$ cat config.mk
export PLATFORM = sky130hd
export DESIGN_NAME = bts_sequencer
export DESIGN_NICKNAME = d
export VERILOG_FILES = /design/src/hdl/bts_pkg.sv /design/src/hdl/bts_sequencer.sv /design/src/hdl/bts_low_pick.sv
export VERILOG_INCLUDE_DIRS = /design/src /design/src/hdl
export SDC_FILE = /design/constraint.sdc
export NUM_CORES = 1
export LEC_CHECK = 0
export BUFFER_PORTS_ARGS = -buffer_cell sky130_fd_sc_hd__clkbuf_2
export CORE_ASPECT_RATIO = 0.7
export CORE_MARGIN = 5
export CORE_UTILIZATION = 50
export DETAILED_ROUTE_END_ITERATION = 6
export PLACE_DENSITY = 0.69
export SLEW_MARGIN = 20
export SYNTH_ARGS = -nofsm -noshare
export SYNTH_HDL_FRONTEND = slang
export SYNTH_SLANG_ARGS = --single-unit
export TNS_END_PERCENT = 1
$ cat constraint.sdc
create_clock -name i_clk -period 11.7 [get_ports i_clk]
set_clock_uncertainty 0.15 [all_clocks]
set_input_delay 2.34 -clock i_clk [delete_from_list [all_inputs] [get_ports i_clk]]
set_output_delay 2.34 -clock i_clk [all_outputs]
set_load 0.01 [all_outputs]
$ cat src/hdl/bts_consts.svh
// Named offsets, field positions, reset values and fixed figures.
`ifndef BTS_CONSTS_SVH
`define BTS_CONSTS_SVH
`define BTS_ADDR_CTRL 4'h0
`define BTS_ADDR_STAT 4'h4
`define BTS_ADDR_CNT 4'h8
`define BTS_CTRL_EN_BIT 0
`define BTS_CTRL_EN_RESET 1'b1
`define BTS_STAT_BUSY_BIT 0
`define BTS_STAT_ABT_BIT 1
`define BTS_PC_OFFSET 32'h0000000C
`define BTS_WORD_BYTES 32'h00000004
`define BTS_PC_IDX 4'hF
`endif

$ cat src/hdl/bts_pkg.sv
// Types shared by the block transfer sequencer.
package bts_pkg;
    typedef enum logic [2:0] {
        ST_IDLE = 3'h0,
        ST_ADDR = 3'h1,
        ST_XFER = 3'h3,
        ST_INTL = 3'h2,
        ST_FIL1 = 3'h6,
        ST_FIL2 = 3'h7
    } bts_state_t;

    typedef enum logic [1:0] {
        CYC_NONE = 2'h0,
        CYC_N = 2'h1,
        CYC_S = 2'h2,
        CYC_I = 2'h3
    } bts_cyc_t;

    typedef struct packed {
        bts_state_t state;
        logic [15:0] left;
        logic load;
        logic sbit;
        logic wb;
        logic pc_in;
        logic user;
        logic first;
        logic aborted;
        logic [3:0] base_num;
        logic [3:0] cur_idx;
        logic [31:0] base_orig;
        logic [31:0] base_final;
        logic [31:0] pc_val;
        logic [31:0] addr;
        logic [31:0] wdata;
        logic wr_en;
        logic wr_user;
        logic [3:0] wr_idx;
        logic [31:0] wr_data;
        logic psr_restore;
        logic trap;
        logic done;
        logic ctrl_en;
        logic last_abort;
        logic [7:0] cyc_cnt;
        logic [7:0] last_cnt;
        logic [31:0] rdata;
    } bts_state_s_t;
endpackage : bts_pkg

$ cat src/hdl/bts_sequencer.sv
// Multiple-register load and store sequencer with its control port.
`timescale 1ns/1ps
`include "bts_consts.svh"
// How it works
// - A failed condition ends the instruction with no register or memory change.
// - The register list is a 16-bit mask, bit i selecting register i.
// - Storing the program counter writes the instruction address plus 12.
// - Registers move in ascending order, lowest register at lowest address.
// - Addresses follow base, pre/post and up/down: four stepping modes.
// - Without write-back the base keeps its value unless a load overwrites it.
// - Unaligned base bits pass unchanged onto the low address outputs.
// - Load with status bit and program counter copies saved into current status.
// - Store with status bit and program counter reads the user bank.
// - Status bit without program counter moves user bank registers either way.
// - Write-back lands at end of cycle two; later stored bases show it.
// - A loaded base word replaces the written-back base value.
// - A store abort runs to the end, keeps write-back, then traps.
// - A load abort stops register writes from the aborting transfer on.
// - After a load abort the base returns to written-back or original value.
// - A load abort traps only after the whole sequence has finished.
// - Load takes nS+1N+1I, or (n+1)S+2N+1I when loading the counter.
// - Store takes (n-1)S plus 2N cycles.
// - Load bit 1 loads, pre bit 1 indexes first, up bit 1 ascends.
module bts_sequencer
    import bts_pkg::*;
#(
    parameter int RLIST_W = 16,
    parameter int DATA_W = 32
) (
    input wire logic i_clk,
    input wire logic i_rst,
    input wire logic i_start,
    input wire logic i_cond_pass,
    input wire logic [RLIST_W-1:0] i_rlist,
    input wire logic i_load,
    input wire logic i_pre,
    input wire logic i_up,
    input wire logic i_wb,
    input wire logic i_sbit,
    input wire logic [3:0] i_base_num,
    input wire logic [DATA_W-1:0] i_base_val,
    input wire logic [DATA_W-1:0] i_instr_addr,
    output logic o_busy,
    output logic o_done,
    output logic o_abort_trap,
    output logic [3:0] o_rf_rd_idx,
    output logic o_rf_rd_user,
    input wire logic [DATA_W-1:0] i_rf_rd_data,
    output logic o_rf_wr_en,
    output logic [3:0] o_rf_wr_idx,
    output logic o_rf_wr_user,
    output logic [DATA_W-1:0] o_rf_wr_data,
    output logic o_psr_restore,
    output logic o_mem_req,
    output logic o_mem_wr,
    output bts_cyc_t o_cyc_type,
    output logic [DATA_W-1:0] o_mem_addr,
    output logic [DATA_W-1:0] o_mem_wdata,
    input wire logic [DATA_W-1:0] i_mem_rdata,
    input wire logic i_abort,
    input wire logic [3:0] i_reg_addr,
    input wire logic [31:0] i_reg_wdata,
    input wire logic i_reg_wr,
    input wire logic i_reg_rd,
    output logic [31:0] o_reg_rdata
);
    bts_state_s_t q;
    bts_state_s_t nxt;
    logic pick_found;
    logic [3:0] pick_idx;
    logic [4:0] n_words;
    logic [31:0] span;
    logic [31:0] st_data;
    logic abort_now;

    bts_low_pick #(
        .W(RLIST_W),
        .IW(4)
    ) u_pick (
        .i_mask(q.left),
        .o_found(pick_found),
        .o_idx(pick_idx)
    );

    always_comb begin
        n_words = 5'h0;
        for (int i = 0; i < RLIST_W; i++) begin
            n_words = n_words + 5'(i_rlist[i]);
        end
        span = {25'h0, n_words, 2'h0};
    end

    // The first stored register predates the write-back commit, later ones
    // see it, so the base is substituted from the captured final value.
    always_comb begin
        if (pick_idx == `BTS_PC_IDX) begin
            st_data = q.pc_val;
        end else if (pick_idx == q.base_num && q.wb && q.state != ST_ADDR) begin
            st_data = q.base_final;
        end else begin
            st_data = i_rf_rd_data;
        end
    end

    assign abort_now = q.aborted | i_abort;

    always_comb begin
        nxt = q;
        nxt.wr_en = 1'b0;
        nxt.psr_restore = 1'b0;
        nxt.trap = 1'b0;
        nxt.done = 1'b0;
        if (q.state != ST_IDLE) begin
            nxt.cyc_cnt = q.cyc_cnt + 8'h01;
        end
        unique case (q.state)
            ST_IDLE: begin
                if (i_start && q.ctrl_en) begin
                    if (!i_cond_pass) begin
                        nxt.done = 1'b1;
                    end else begin
                        nxt.state = ST_ADDR;
                        nxt.left = i_rlist;
                        nxt.load = i_load;
                        nxt.sbit = i_sbit;
                        nxt.wb = i_wb;
                        nxt.pc_in = i_rlist[`BTS_PC_IDX];
                        nxt.user = i_sbit && !(i_load && i_rlist[`BTS_PC_IDX]);
                        nxt.first = 1'b1;
                        nxt.aborted = 1'b0;
                        nxt.base_num = i_base_num;
                        nxt.base_orig = i_base_val;
                        nxt.pc_val = i_instr_addr + `BTS_PC_OFFSET;
                        nxt.cyc_cnt = 8'h01;
                        // Low address bits ride through untouched.
                        if (i_up) begin
                            nxt.base_final = i_base_val + span;
                            nxt.addr = i_pre ? i_base_val + `BTS_WORD_BYTES
                                             : i_base_val;
                        end else begin
                            nxt.base_final = i_base_val - span;
                            nxt.addr = i_pre ? i_base_val - span
                                : i_base_val - span + `BTS_WORD_BYTES;
                        end
                    end
                end
            end
            ST_ADDR: begin
                // Write-back commits at the end of cycle two.
                nxt.wr_en = q.wb;
                nxt.wr_idx = q.base_num;
                nxt.wr_user = 1'b0;
                nxt.wr_data = q.base_final;
                if (pick_found) begin
                    nxt.state = ST_XFER;
                    nxt.cur_idx = pick_idx;
                    nxt.left[pick_idx] = 1'b0;
                    nxt.wdata = st_data;
                end else begin
                    // An empty list is illegal; it retires without traffic.
                    nxt.state = ST_IDLE;
                    nxt.done = 1'b1;
                    nxt.last_cnt = q.cyc_cnt;
                end
            end
            ST_XFER: begin
                nxt.first = 1'b0;
                nxt.aborted = abort_now;
                if (q.load && !abort_now) begin
                    nxt.wr_en = 1'b1;
                    nxt.wr_idx = q.cur_idx;
                    nxt.wr_user = q.user;
                    nxt.wr_data = i_mem_rdata;
                    nxt.psr_restore = q.sbit && q.cur_idx == `BTS_PC_IDX;
                end
                if (pick_found) begin
                    nxt.cur_idx = pick_idx;
                    nxt.left[pick_idx] = 1'b0;
                    nxt.addr = q.addr + `BTS_WORD_BYTES;
                    nxt.wdata = st_data;
                end else if (q.load) begin
                    nxt.state = ST_INTL;
                    if (abort_now) begin
                        // The base may have been overwritten before the
                        // abort, so it is put back here.
                        nxt.wr_en = 1'b1;
                        nxt.wr_idx = q.base_num;
                        nxt.wr_user = 1'b0;
                        nxt.wr_data = q.wb ? q.base_final : q.base_orig;
                    end
                end else begin
                    // Stores keep running after an abort.
                    nxt.state = ST_IDLE;
                    nxt.done = 1'b1;
                    nxt.trap = abort_now;
                    nxt.last_abort = abort_now;
                    nxt.last_cnt = q.cyc_cnt;
                end
            end
            ST_INTL: begin
                if (q.pc_in && !q.aborted) begin
                    nxt.state = ST_FIL1;
                end else begin
                    nxt.state = ST_IDLE;
                    nxt.done = 1'b1;
                    nxt.trap = q.aborted;
                    nxt.last_abort = q.aborted;
                    nxt.last_cnt = q.cyc_cnt;
                end
            end
            ST_FIL1: begin
                nxt.state = ST_FIL2;
            end
            ST_FIL2: begin
                nxt.state = ST_IDLE;
                nxt.done = 1'b1;
                nxt.last_abort = 1'b0;
                nxt.last_cnt = q.cyc_cnt;
            end
            default: begin
                nxt.state = ST_IDLE;
            end
        endcase
        if (i_reg_wr && i_reg_addr == `BTS_ADDR_CTRL) begin
            nxt.ctrl_en = i_reg_wdata[`BTS_CTRL_EN_BIT];
        end
        nxt.rdata = 32'h0;
        if (i_reg_rd) begin
            case (i_reg_addr)
                `BTS_ADDR_CTRL: nxt.rdata[`BTS_CTRL_EN_BIT] = q.ctrl_en;
                `BTS_ADDR_STAT: begin
                    nxt.rdata[`BTS_STAT_BUSY_BIT] = q.state != ST_IDLE;
                    nxt.rdata[`BTS_STAT_ABT_BIT] = q.last_abort;
                end
                `BTS_ADDR_CNT: nxt.rdata[7:0] = q.last_cnt;
                default: nxt.rdata = 32'h0;
            endcase
        end
    end

    always_ff @(posedge i_clk or posedge i_rst) begin
        if (i_rst) begin
            q <= '0;
            q.state <= ST_IDLE;
            q.ctrl_en <= `BTS_CTRL_EN_RESET;
        end else begin
            q <= nxt;
        end
    end

    assign o_busy = q.state != ST_IDLE;
    assign o_done = q.done;
    assign o_abort_trap = q.trap;
    assign o_rf_rd_idx = pick_idx;
    assign o_rf_rd_user = q.user;
    assign o_rf_wr_en = q.wr_en;
    assign o_rf_wr_idx = q.wr_idx;
    assign o_rf_wr_user = q.wr_user;
    assign o_rf_wr_data = q.wr_data;
    assign o_psr_restore = q.psr_restore;
    assign o_mem_req = q.state == ST_XFER;
    assign o_mem_wr = q.state == ST_XFER && !q.load;
    assign o_mem_addr = q.addr;
    assign o_mem_wdata = q.wdata;
    assign o_reg_rdata = q.rdata;

    // Store data cycles start non-sequential; loads are sequential.
    always_comb begin
        unique case (q.state)
            ST_ADDR: o_cyc_type = CYC_N;
            ST_XFER: o_cyc_type = (q.first && !q.load) ? CYC_N : CYC_S;
            ST_INTL: o_cyc_type = CYC_I;
            ST_FIL1: o_cyc_type = CYC_N;
            ST_FIL2: o_cyc_type = CYC_S;
            default: o_cyc_type = CYC_NONE;
        endcase
    end

    a_cond_false_idle: assert property (
        @(posedge i_clk) disable iff (i_rst)
        (q.state == ST_IDLE && i_start && q.ctrl_en && !i_cond_pass)
        |=> (o_done && !o_busy && !o_rf_wr_en && !o_mem_req)
    ) else $error("failed condition did not retire quietly");

    a_pc_store_val: assert property (
        @(posedge i_clk) disable iff (i_rst)
        (o_mem_wr && q.cur_idx == `BTS_PC_IDX)
        |-> (o_mem_wdata == q.pc_val)
    ) else $error("stored counter is not instruction address plus 12");

    a_addr_ascends: assert property (
        @(posedge i_clk) disable iff (i_rst)
        (o_mem_req && !q.first)
        |-> (o_mem_addr == $past(o_mem_addr) + `BTS_WORD_BYTES)
    ) else $error("transfer address did not step up one word");

    a_first_addr_ib: assert property (
        @(posedge i_clk) disable iff (i_rst)
        (q.state == ST_IDLE && i_start && q.ctrl_en && i_cond_pass
         && i_up && i_pre && i_rlist != 16'h0000)
        |=> ##1 (o_mem_addr == $past(i_base_val, 2) + `BTS_WORD_BYTES)
    ) else $error("increment-before start address wrong");

    a_wb_timing: assert property (
        @(posedge i_clk) disable iff (i_rst)
        (q.state == ST_ADDR && q.wb)
        |=> (o_rf_wr_en && o_rf_wr_idx == q.base_num
             && o_rf_wr_data == q.base_final && o_mem_req)
    ) else $error("write-back not presented in cycle two");

    a_no_pc_on_abort: assert property (
        @(posedge i_clk) disable iff (i_rst)
        (q.state == ST_XFER && q.load && i_abort)
        |=> (!o_rf_wr_en || o_rf_wr_idx == q.base_num) && !o_psr_restore
    ) else $error("aborting load still wrote a register");

    a_psr_with_pc: assert property (
        @(posedge i_clk) disable iff (i_rst)
        o_psr_restore |-> (o_rf_wr_en && o_rf_wr_idx == `BTS_PC_IDX && q.sbit)
    ) else $error("status restore without counter load");

    a_user_bank: assert property (
        @(posedge i_clk) disable iff (i_rst)
        (o_busy && q.sbit && !(q.load && q.pc_in)) |-> o_rf_rd_user
    ) else $error("user bank not selected");

    a_trap_at_end: assert property (
        @(posedge i_clk) disable iff (i_rst)
        (q.state == ST_XFER && q.load && i_abort)
        |-> ##[1:17] (o_abort_trap && o_done && !o_busy)
    ) else $error("load abort trap missing at end of sequence");

    a_store_abort_end: assert property (
        @(posedge i_clk) disable iff (i_rst)
        (o_abort_trap && !q.load) |-> (o_done && $past(o_mem_wr))
    ) else $error("store abort trapped before the last store");
endmodule : bts_sequencer

$ cat src/hdl/bts_low_pick.sv
// Finds the lowest set bit of a mask and returns its index.
`timescale 1ns/1ps
module bts_low_pick #(
    parameter int W = 16,
    parameter int IW = 4
) (
    input wire logic [W-1:0] i_mask,
    output logic o_found,
    output logic [IW-1:0] o_idx
);
    always_comb begin
        o_found = 1'b0;
        o_idx = '0;
        // Scanning downward lets the lowest set bit win last.
        for (int i = W - 1; i >= 0; i--) begin
            if (i_mask[i]) begin
                o_found = 1'b1;
                o_idx = IW'(i);
            end
        end
    end
endmodule : bts_low_pick

==> results of run 1 <==
==> cells in the mapped netlist, drive strengths merged (23+ instances only) <==
master    n  area, µm²
nor3     39        195
mux2i    69        691
nand4    26        163
o22ai    24        150
dfrtp   258       6460
nor2    155        582
nand3    90        450
xnor2    73        639
o21ai   195        976
xor2     55        482
a21oi    90        450
inv      64        240
nand2   362       1360
buf     146       1060
clkbuf  117        440
o211ai   40        300
nor4     23        144
==> cell type report <==
| cell class | count | area (µm²) | share of cell area [%] |
|---|---|---|---|
| clock inverters | 14 | 211 | 1.09 |
| inverters | 66 | 255 | 1.32 |
| repair buffers | 315 | 1650 | 8.54 |
| multi-input cells | 1566 | 9290 | 48.1 |
| clock buffers | 39 | 833 | 4.31 |
| flip-flops and latches | 259 | 6480 | 33.6 |
| well taps | 472 | 591 | 3.06 |
==> cells in the final DEF (no fill, tap or decap), types with 7 or more instances in the layout <==
cell type and n:
nand3_1 89, xor2_1 55, nand2b_1 7, ha_1 21
a21o_1 8, mux2_2 13, nand2_1 361, clkbuf_8 7
o211ai_1 40, a22oi_1 8, inv_1 63, o21ai_0 191
or2_2 8, conb_1 24, or3_1 19, clkbuf_16 29
nor4_1 23, a221oi_1 17, o31ai_1 12, dfrtp_1 258
fa_1 12, and4_1 7, and3_1 21, o22ai_1 24
a31oi_1 20, nand4_1 26, and2_1 21, clkbuf_2 287
mux2i_1 69, a211oi_1 12, o2bb2ai_1 14, nor2_1 151
nor3_1 39, nor2b_1 8, xnor2_1 73, or4_1 9
buf_4 27, a21oi_1 90
==> per-stage QoR <==
stage | area (µm²) | setup slack [ns] | cells | power (mW) | hold slack, ns
final | 19300 | 2.66 | 2731 | 5.14 | 0.325
after detailed placement | 18300 | 2.22 | 2678 | 4.09 | 0.310
after CTS | 19300 | 2.77 | 2731 | 5.12 | 0.325
after global placement | 18300 | 2.24 | 2678 | 4.02 | 0.303
after global routing | 19300 | 2.42 | 2731 | 5.49 | 0.338
after floorplan | 17500 | 2.08 | 2154 | 3.38 | 0.289
==> routing by layer <==
metal	share of wire, %	up-vias
li1	-	7498
met1	43	7905
met2	46	718
met3	8.6	99
met4	3.0	4
met5	0.044	-
==> logic make-up (layout without fill, tap and decap cells) <==
logic type / after synthesis / count (layout) / share of synthesized area, %
and+or+nand+nor: 807 / 807 / 21.0
AOI/OAI and AO/OA: 491 / 491 / 17.4
buffers and inverters: 329 / 434 / 10.0
DFF: 259 / 259 / 37.3
xor gates and xnor gates: 128 / 128 / 6.45
muxes: 83 / 83 / 4.94
adders and majority gates: 33 / 33 / 2.89
other: 1 / 24 / 0.0216
==> worst register-to-register path, stage by stage (launching register included) <==
cell and delay (ns):
dfrtp_1 0.36, buf_4 0.25, nor3_1 0.75, inv_1 0.41, or2_4 0.57, buf_4 0.50, nor2_1 0.78, nand2_1 0.13
mux2i_1 0.24, nor3_1 0.08
==> sequential cells by signal, summed over array words and instances (netlist names) <==
register       flops
q                145
o_mem_addr        32
o_mem_wdata       32
o_rf_wr_data      32
o_reg_rdata        8
o_rf_wr_idx        4
o_abort_trap       1
o_done             1
o_psr_restore      1
o_rf_rd_user       1
o_rf_wr_en         1
o_rf_wr_user       1
==> power breakdown <==
group	total, mW	internal (mW)	switching (mW)
combinational	2.45	0.898	1.56
sequential	1.67	1.28	0.388
clock	1.02	0.610	0.406
==> worst max path at each step <==
stage	start	to	slack [ns]	cells past startpoint
CTS	i_rlist[0]	o_mem_addr[31]	2.77	20
detailed placement	i_rlist[0]	o_mem_addr[30]	2.22	20
global route	i_rlist[0]	o_mem_addr[31]	2.42	21
floorplan	i_rst	o_abort_trap	2.08	1
finish	i_rlist[0]	o_mem_addr[30]	2.66	22
global placement	i_rlist[0]	o_mem_addr[30]	2.24	20
==> impl_metrics.py, run 1 <==
metrics = {
    "drt": {
        "final_antenna_net_count": 0,
        "drt-total-wl_mm": 57.2,
        "drtIter0Drc": 1734,
        "routedWlPerCell_um": 20.9,
        "dr.pass1.iters": 6,
        "vias": 16200,
        "drcViolationCount": 0,
        "vias_per_cell": 5.94,
    },
    "clocking": {
        "cts_made_buffers": 29,
        "ctsHoldBuffers": 0,
        "post_cts_resized": 0,
        "cts_buffer_depth": 3,
        "clk_latency_ns": 0.57,
        "root_buffer": "clkbuf_16",
        "path_clk_slew_ns": 0.06,
        "cts-htree-levels": 1,
        "cts_tree": "yes",
        "cts_sinks": 259,
        "cts_setup_buffers": 0,
    },
    "sta": {
        "drv_slew": 0,
        "hold_viol": 0,
        "period_share_pct": 77.2,
        "fin_crit_ns": 9.04,
        "worst-slew-pin-transition_ns": 1.15,
        "grt_setup_unrepaired": "no",
        "slew_headroom_pct": 22.8,
        "setup_viol": 0,
        "setup-tns-final_ns": 0,
        "max_clock_freq_mhz": 111,
    },
    "final_layout": {
        "num_antenna_cells": 0,
        "utilization_pct": 56.0,
        "fin_nets": 2466,
        "area_growth_syn_to_layout_pct": 11.1,
        "fillers": 3239,
        "drive_gt1_share_pct": 17.9,
    },
    "critical_path": {
        "crit_buf_inv": 4,
        "path_cells": "clkbuf_2 > inv_1 > fa_1 > fa_1 > fa_1 > fa_1 > inv_1 > ha_1 > a21o_1 > a21oi_1 > xnor2_1 > inv_1 > ha_1 > nor2b_1 > nor4_1 > nand4_1 > nor4_1 > a31oi_1 > or4_1 > or4_1 > nand3_1 > a21oi_1",
        "criticalPathCategory": "in2reg",
        "critical_path_arrival_ns": 9.34,
        "critPathLaunchType": "input pin",
        "r2r-end": "o_mem_addr[25]",
        "regToRegSetupSlack_ns": 7.37,
        "crit_required_ns": 12.00,
        "worst_setup_path_end_kind": "flop",
        "cpPeakStageDelay_ns": 0.89,
        "path_max_fanout": 7,
        "slowest_stage": "nor4_1",
        "cp_common_cell": "fa_1",
        "reg2reg_depth": 9,
        "r2r-start": "q[283]",
        "critPathTopFamily": "simple AND/OR/NAND/NOR gates",
    },
    "job": {
        "cap_violations": 0,
    },
    "grt": {
        "antenna_found_initial": 2,
        "grt.met3_usage_pct": 6.41,
        "grt_pass1_vias": 15600,
        "use_met1_pct": 40.3,
        "track_usage_pct": 28.6,
        "grt_most_used_layer": "met2",
        "overflow": 0,
        "use_met2_pct": 44.9,
        "grt_pass1_wl_mm": 89.2,
        "grt_max_degree": 113,
    },
    "yosys": {
        "synthFlopType": "dfrtp_1",
        "yosysWarningCount": 0,
        "synth_edf_count": 0,
        "syn_area_per_cell_um2": 8.16,
        "synth_area_um2": 17400,
        "synth_cell_types": 72,
        "synthCells": 2131,
        "ys_seq_elements": 259,
        "synth-async-reset-ratio_pct": 100,
        "seq_area_frac_synth_pct": 37.3,
    },
    "power": {
        "leakagePower_nw": 8.94,
        "ir_drop_uv": 236,
        "power_density_nw_per_um2": 266,
    },
    "die": {
        "fp-row-count": 57,
        "dieArea_um2": 38700,
        "die_y_um": 166,
        "initial_core_util_pct": 50.4,
        "coreArea_um2": 34500,
        "die_w_um": 233,
        "io_pins": 343,
    },
    "placed_design": {
        "port_buffers": 287,
        "dp.final_hpwl_mm": 41.9,
        "place_congestion": 0.934,
    },
    "worst_hold_path": {
        "min_from": "q[247]",
        "holdPathEnd": "q[247]",
        "whs_path_depth": 2,
        "hold_path_class": "reg2reg",
    },
    "outcome": {
        "status": "finished clean",
    },
}
Note: power is estimated with default switching activity, not from simulation.
==> run 2, diff against run 1 <==
Clock period 11.7 ns to 8.7 ns, I/O delays scaled along.
==> impl_metrics.py, run 2 (synthesis gave the netlist of run 1 again) <==
metrics = {
    "final_layout": {
        "area_growth_syn_to_layout_pct": 12.3,
        "fillers": 3232,
        "utilization_pct": 56.6,
        "num_antenna_cells": 0,
        "largest_reg_flops": 145,
        "regMostFlops": "q",
        "final_common_cell": "nand2_1",
        "final_cell_mix": "nand2_1 (361), clkbuf_2 (287), dfrtp_1 (258)",
        "fin_nets": 2490,
        "drive_gt1_share_pct": 18.8,
    },
    "critical_path": {
        "worst_setup_path_end_kind": "flop",
        "crit_required_ns": 9.00,
        "critPathLaunchType": "input pin",
        "reg2reg_depth": 9,
        "path_max_fanout": 5,
        "r2r-start": "q[269]",
        "regToRegSetupSlack_ns": 4.82,
        "criticalPathCategory": "in2reg",
        "critical_path_arrival_ns": 8.27,
        "r2r-end": "o_rf_wr_data[4]",
    },
    "power": {
        "leakagePower_nw": 9.05,
        "clock_power_share_pct": 19.9,
        "pwr-share-comb_pct": 48.3,
        "switchingPower_mw": 3.17,
        "power_frac_seq_pct": 31.8,
        "p_int_mw": 3.80,
        "power_density_nw_per_um2": 357,
        "switching_share_pct": 45.5,
        "ir_drop_uv": 306,
    },
    "sta": {
        "period_share_pct": 91.7,
        "setup-tns-final_ns": 0,
        "drv_slew": 0,
        "max_clock_freq_mhz": 125,
        "fin_crit_ns": 7.98,
        "slew_headroom_pct": 28.9,
        "grt_setup_unrepaired": "no",
        "setup_viol": 0,
        "worst-slew-pin-transition_ns": 1.06,
        "hold_viol": 0,
    },
    "grt": {
        "overflow": 0,
        "antenna_found_initial": 3,
        "grt_pass1_wl_mm": 89.7,
        "grt_pass1_vias": 15900,
        "track_usage_pct": 28.7,
        "grt_max_degree": 129,
    },
    "drt": {
        "drt-total-wl_mm": 57.6,
        "final_antenna_net_count": 0,
        "dr.pass1.iters": 6,
        "top_layer": "met5",
        "wl_met1_mm": 24.6,
        "vias_per_cell": 5.97,
        "drcViolationCount": 0,
        "routedWlPerCell_um": 20.9,
        "dr_wl_met2_mm": 26.2,
        "wl_met3_mm": 4.54,
        "drtIter0Drc": 1800,
        "vias": 16400,
    },
    "worst_hold_path": {
        "min_from": "q[156]",
        "whs_path_depth": 2,
        "hold_path_class": "reg2reg",
        "holdPathEnd": "q[156]",
    },
    "placed_design": {
        "dp.final_hpwl_mm": 42.7,
        "place_congestion": 0.950,
        "port_buffers": 287,
    },
    "clocking": {
        "root_buffer": "clkbuf_16",
        "cts_buffer_depth": 3,
        "cts_sinks": 259,
        "post_cts_resized": 0,
        "clk_latency_ns": 0.57,
        "cts-htree-levels": 1,
        "cts_tree": "yes",
        "cts_setup_buffers": 0,
        "ctsHoldBuffers": 0,
        "cts_made_buffers": 28,
        "path_clk_slew_ns": 0.07,
    },
    "die": {
        "coreArea_um2": 34500,
        "fp-row-count": 57,
        "dieArea_um2": 38700,
        "die_w_um": 233,
        "io_pins": 343,
        "die_y_um": 166,
        "initial_core_util_pct": 50.4,
    },
    "outcome": {
        "status": "finished clean",
    },
    "job": {
        "cap_violations": 0,
    },
}
-- run 2: cell type report --
type,count,area (µm²),share of cell area (%)
flip-flops and latches,259,6480,33.2
repair buffers,340,1850,9.46
inverters,66,251,1.29
clock inverters,17,285,1.46
multi-input cells,1566,9290,47.6
clock buffers,34,774,3.97
well taps,472,591,3.02
-- run 2: through the flow --
| step | std cells | total power, mW | hold slack, ns | worst slack (ns) | area [µm²] |
|---|---|---|---|---|---|
| 2_1_floorplan | 2154 | 4.54 | 0.289 | 0.780 | 17500 |
| 4_1_cts | 2754 | 6.94 | 0.328 | 0.830 | 19500 |
| 3_5_place_dp | 2703 | 5.52 | 0.312 | 0.272 | 18500 |
| 3_3_place_gp | 2703 | 5.41 | 0.304 | 0.328 | 18500 |
| 5_1_grt | 2754 | 7.40 | 0.347 | 0.493 | 19500 |
| 6_report | 2754 | 6.96 | 0.325 | 0.724 | 19500 |
-- run 2: worst max-delay path by stage --
stage,slack [ns],end,start
finish,0.72,o_mem_addr[30],i_rlist[0]
global route,0.49,o_mem_addr[30],i_rlist[0]
CTS,0.83,o_mem_addr[30],i_rlist[0]
detailed placement,0.27,o_mem_addr[30],i_rlist[0]
global placement,0.33,o_mem_addr[30],i_rlist[0]
floorplan,0.78,o_mem_addr[30],i_rlist[0]
-- run 2: power by group through the flow --
| stage | Clock (mW) | Combinational, mW | Sequential [mW] |
|---|---|---|---|
| after floorplan | 0 | 2.51 | 2.04 |
| after global placement | 0 | 3.22 | 2.20 |
| after detailed placement | 0 | 3.30 | 2.22 |
| after CTS | 1.40 | 3.33 | 2.20 |
| after global routing | 1.45 | 3.69 | 2.27 |
| final | 1.39 | 3.36 | 2.21 |
-- run 2: layer usage --
metal,GRT usage (%),vias up
met5,0,-
met2,44.6,748
li1,-,7547
met3,4.65,122
met1,41.2,8017
met4,9.50,4
-- run 2: worst max-delay path, stage by stage --
cell,delay [ns]
clkbuf_2,0.09
inv_1,0.06
fa_1,0.50
fa_1,0.60
fa_1,0.46
fa_1,0.51
inv_1,0.05
ha_1,0.20
fa_1,0.80
fa_1,0.40
nor2_1,0.12
o311ai_0,0.52
buf_4,0.23
nand3_1,0.06
buf_4,0.17
nor3_1,0.20
a31oi_1,0.17
or4_1,0.63
or4_1,0.55
nand3_1,0.10
a21oi_1,0.09
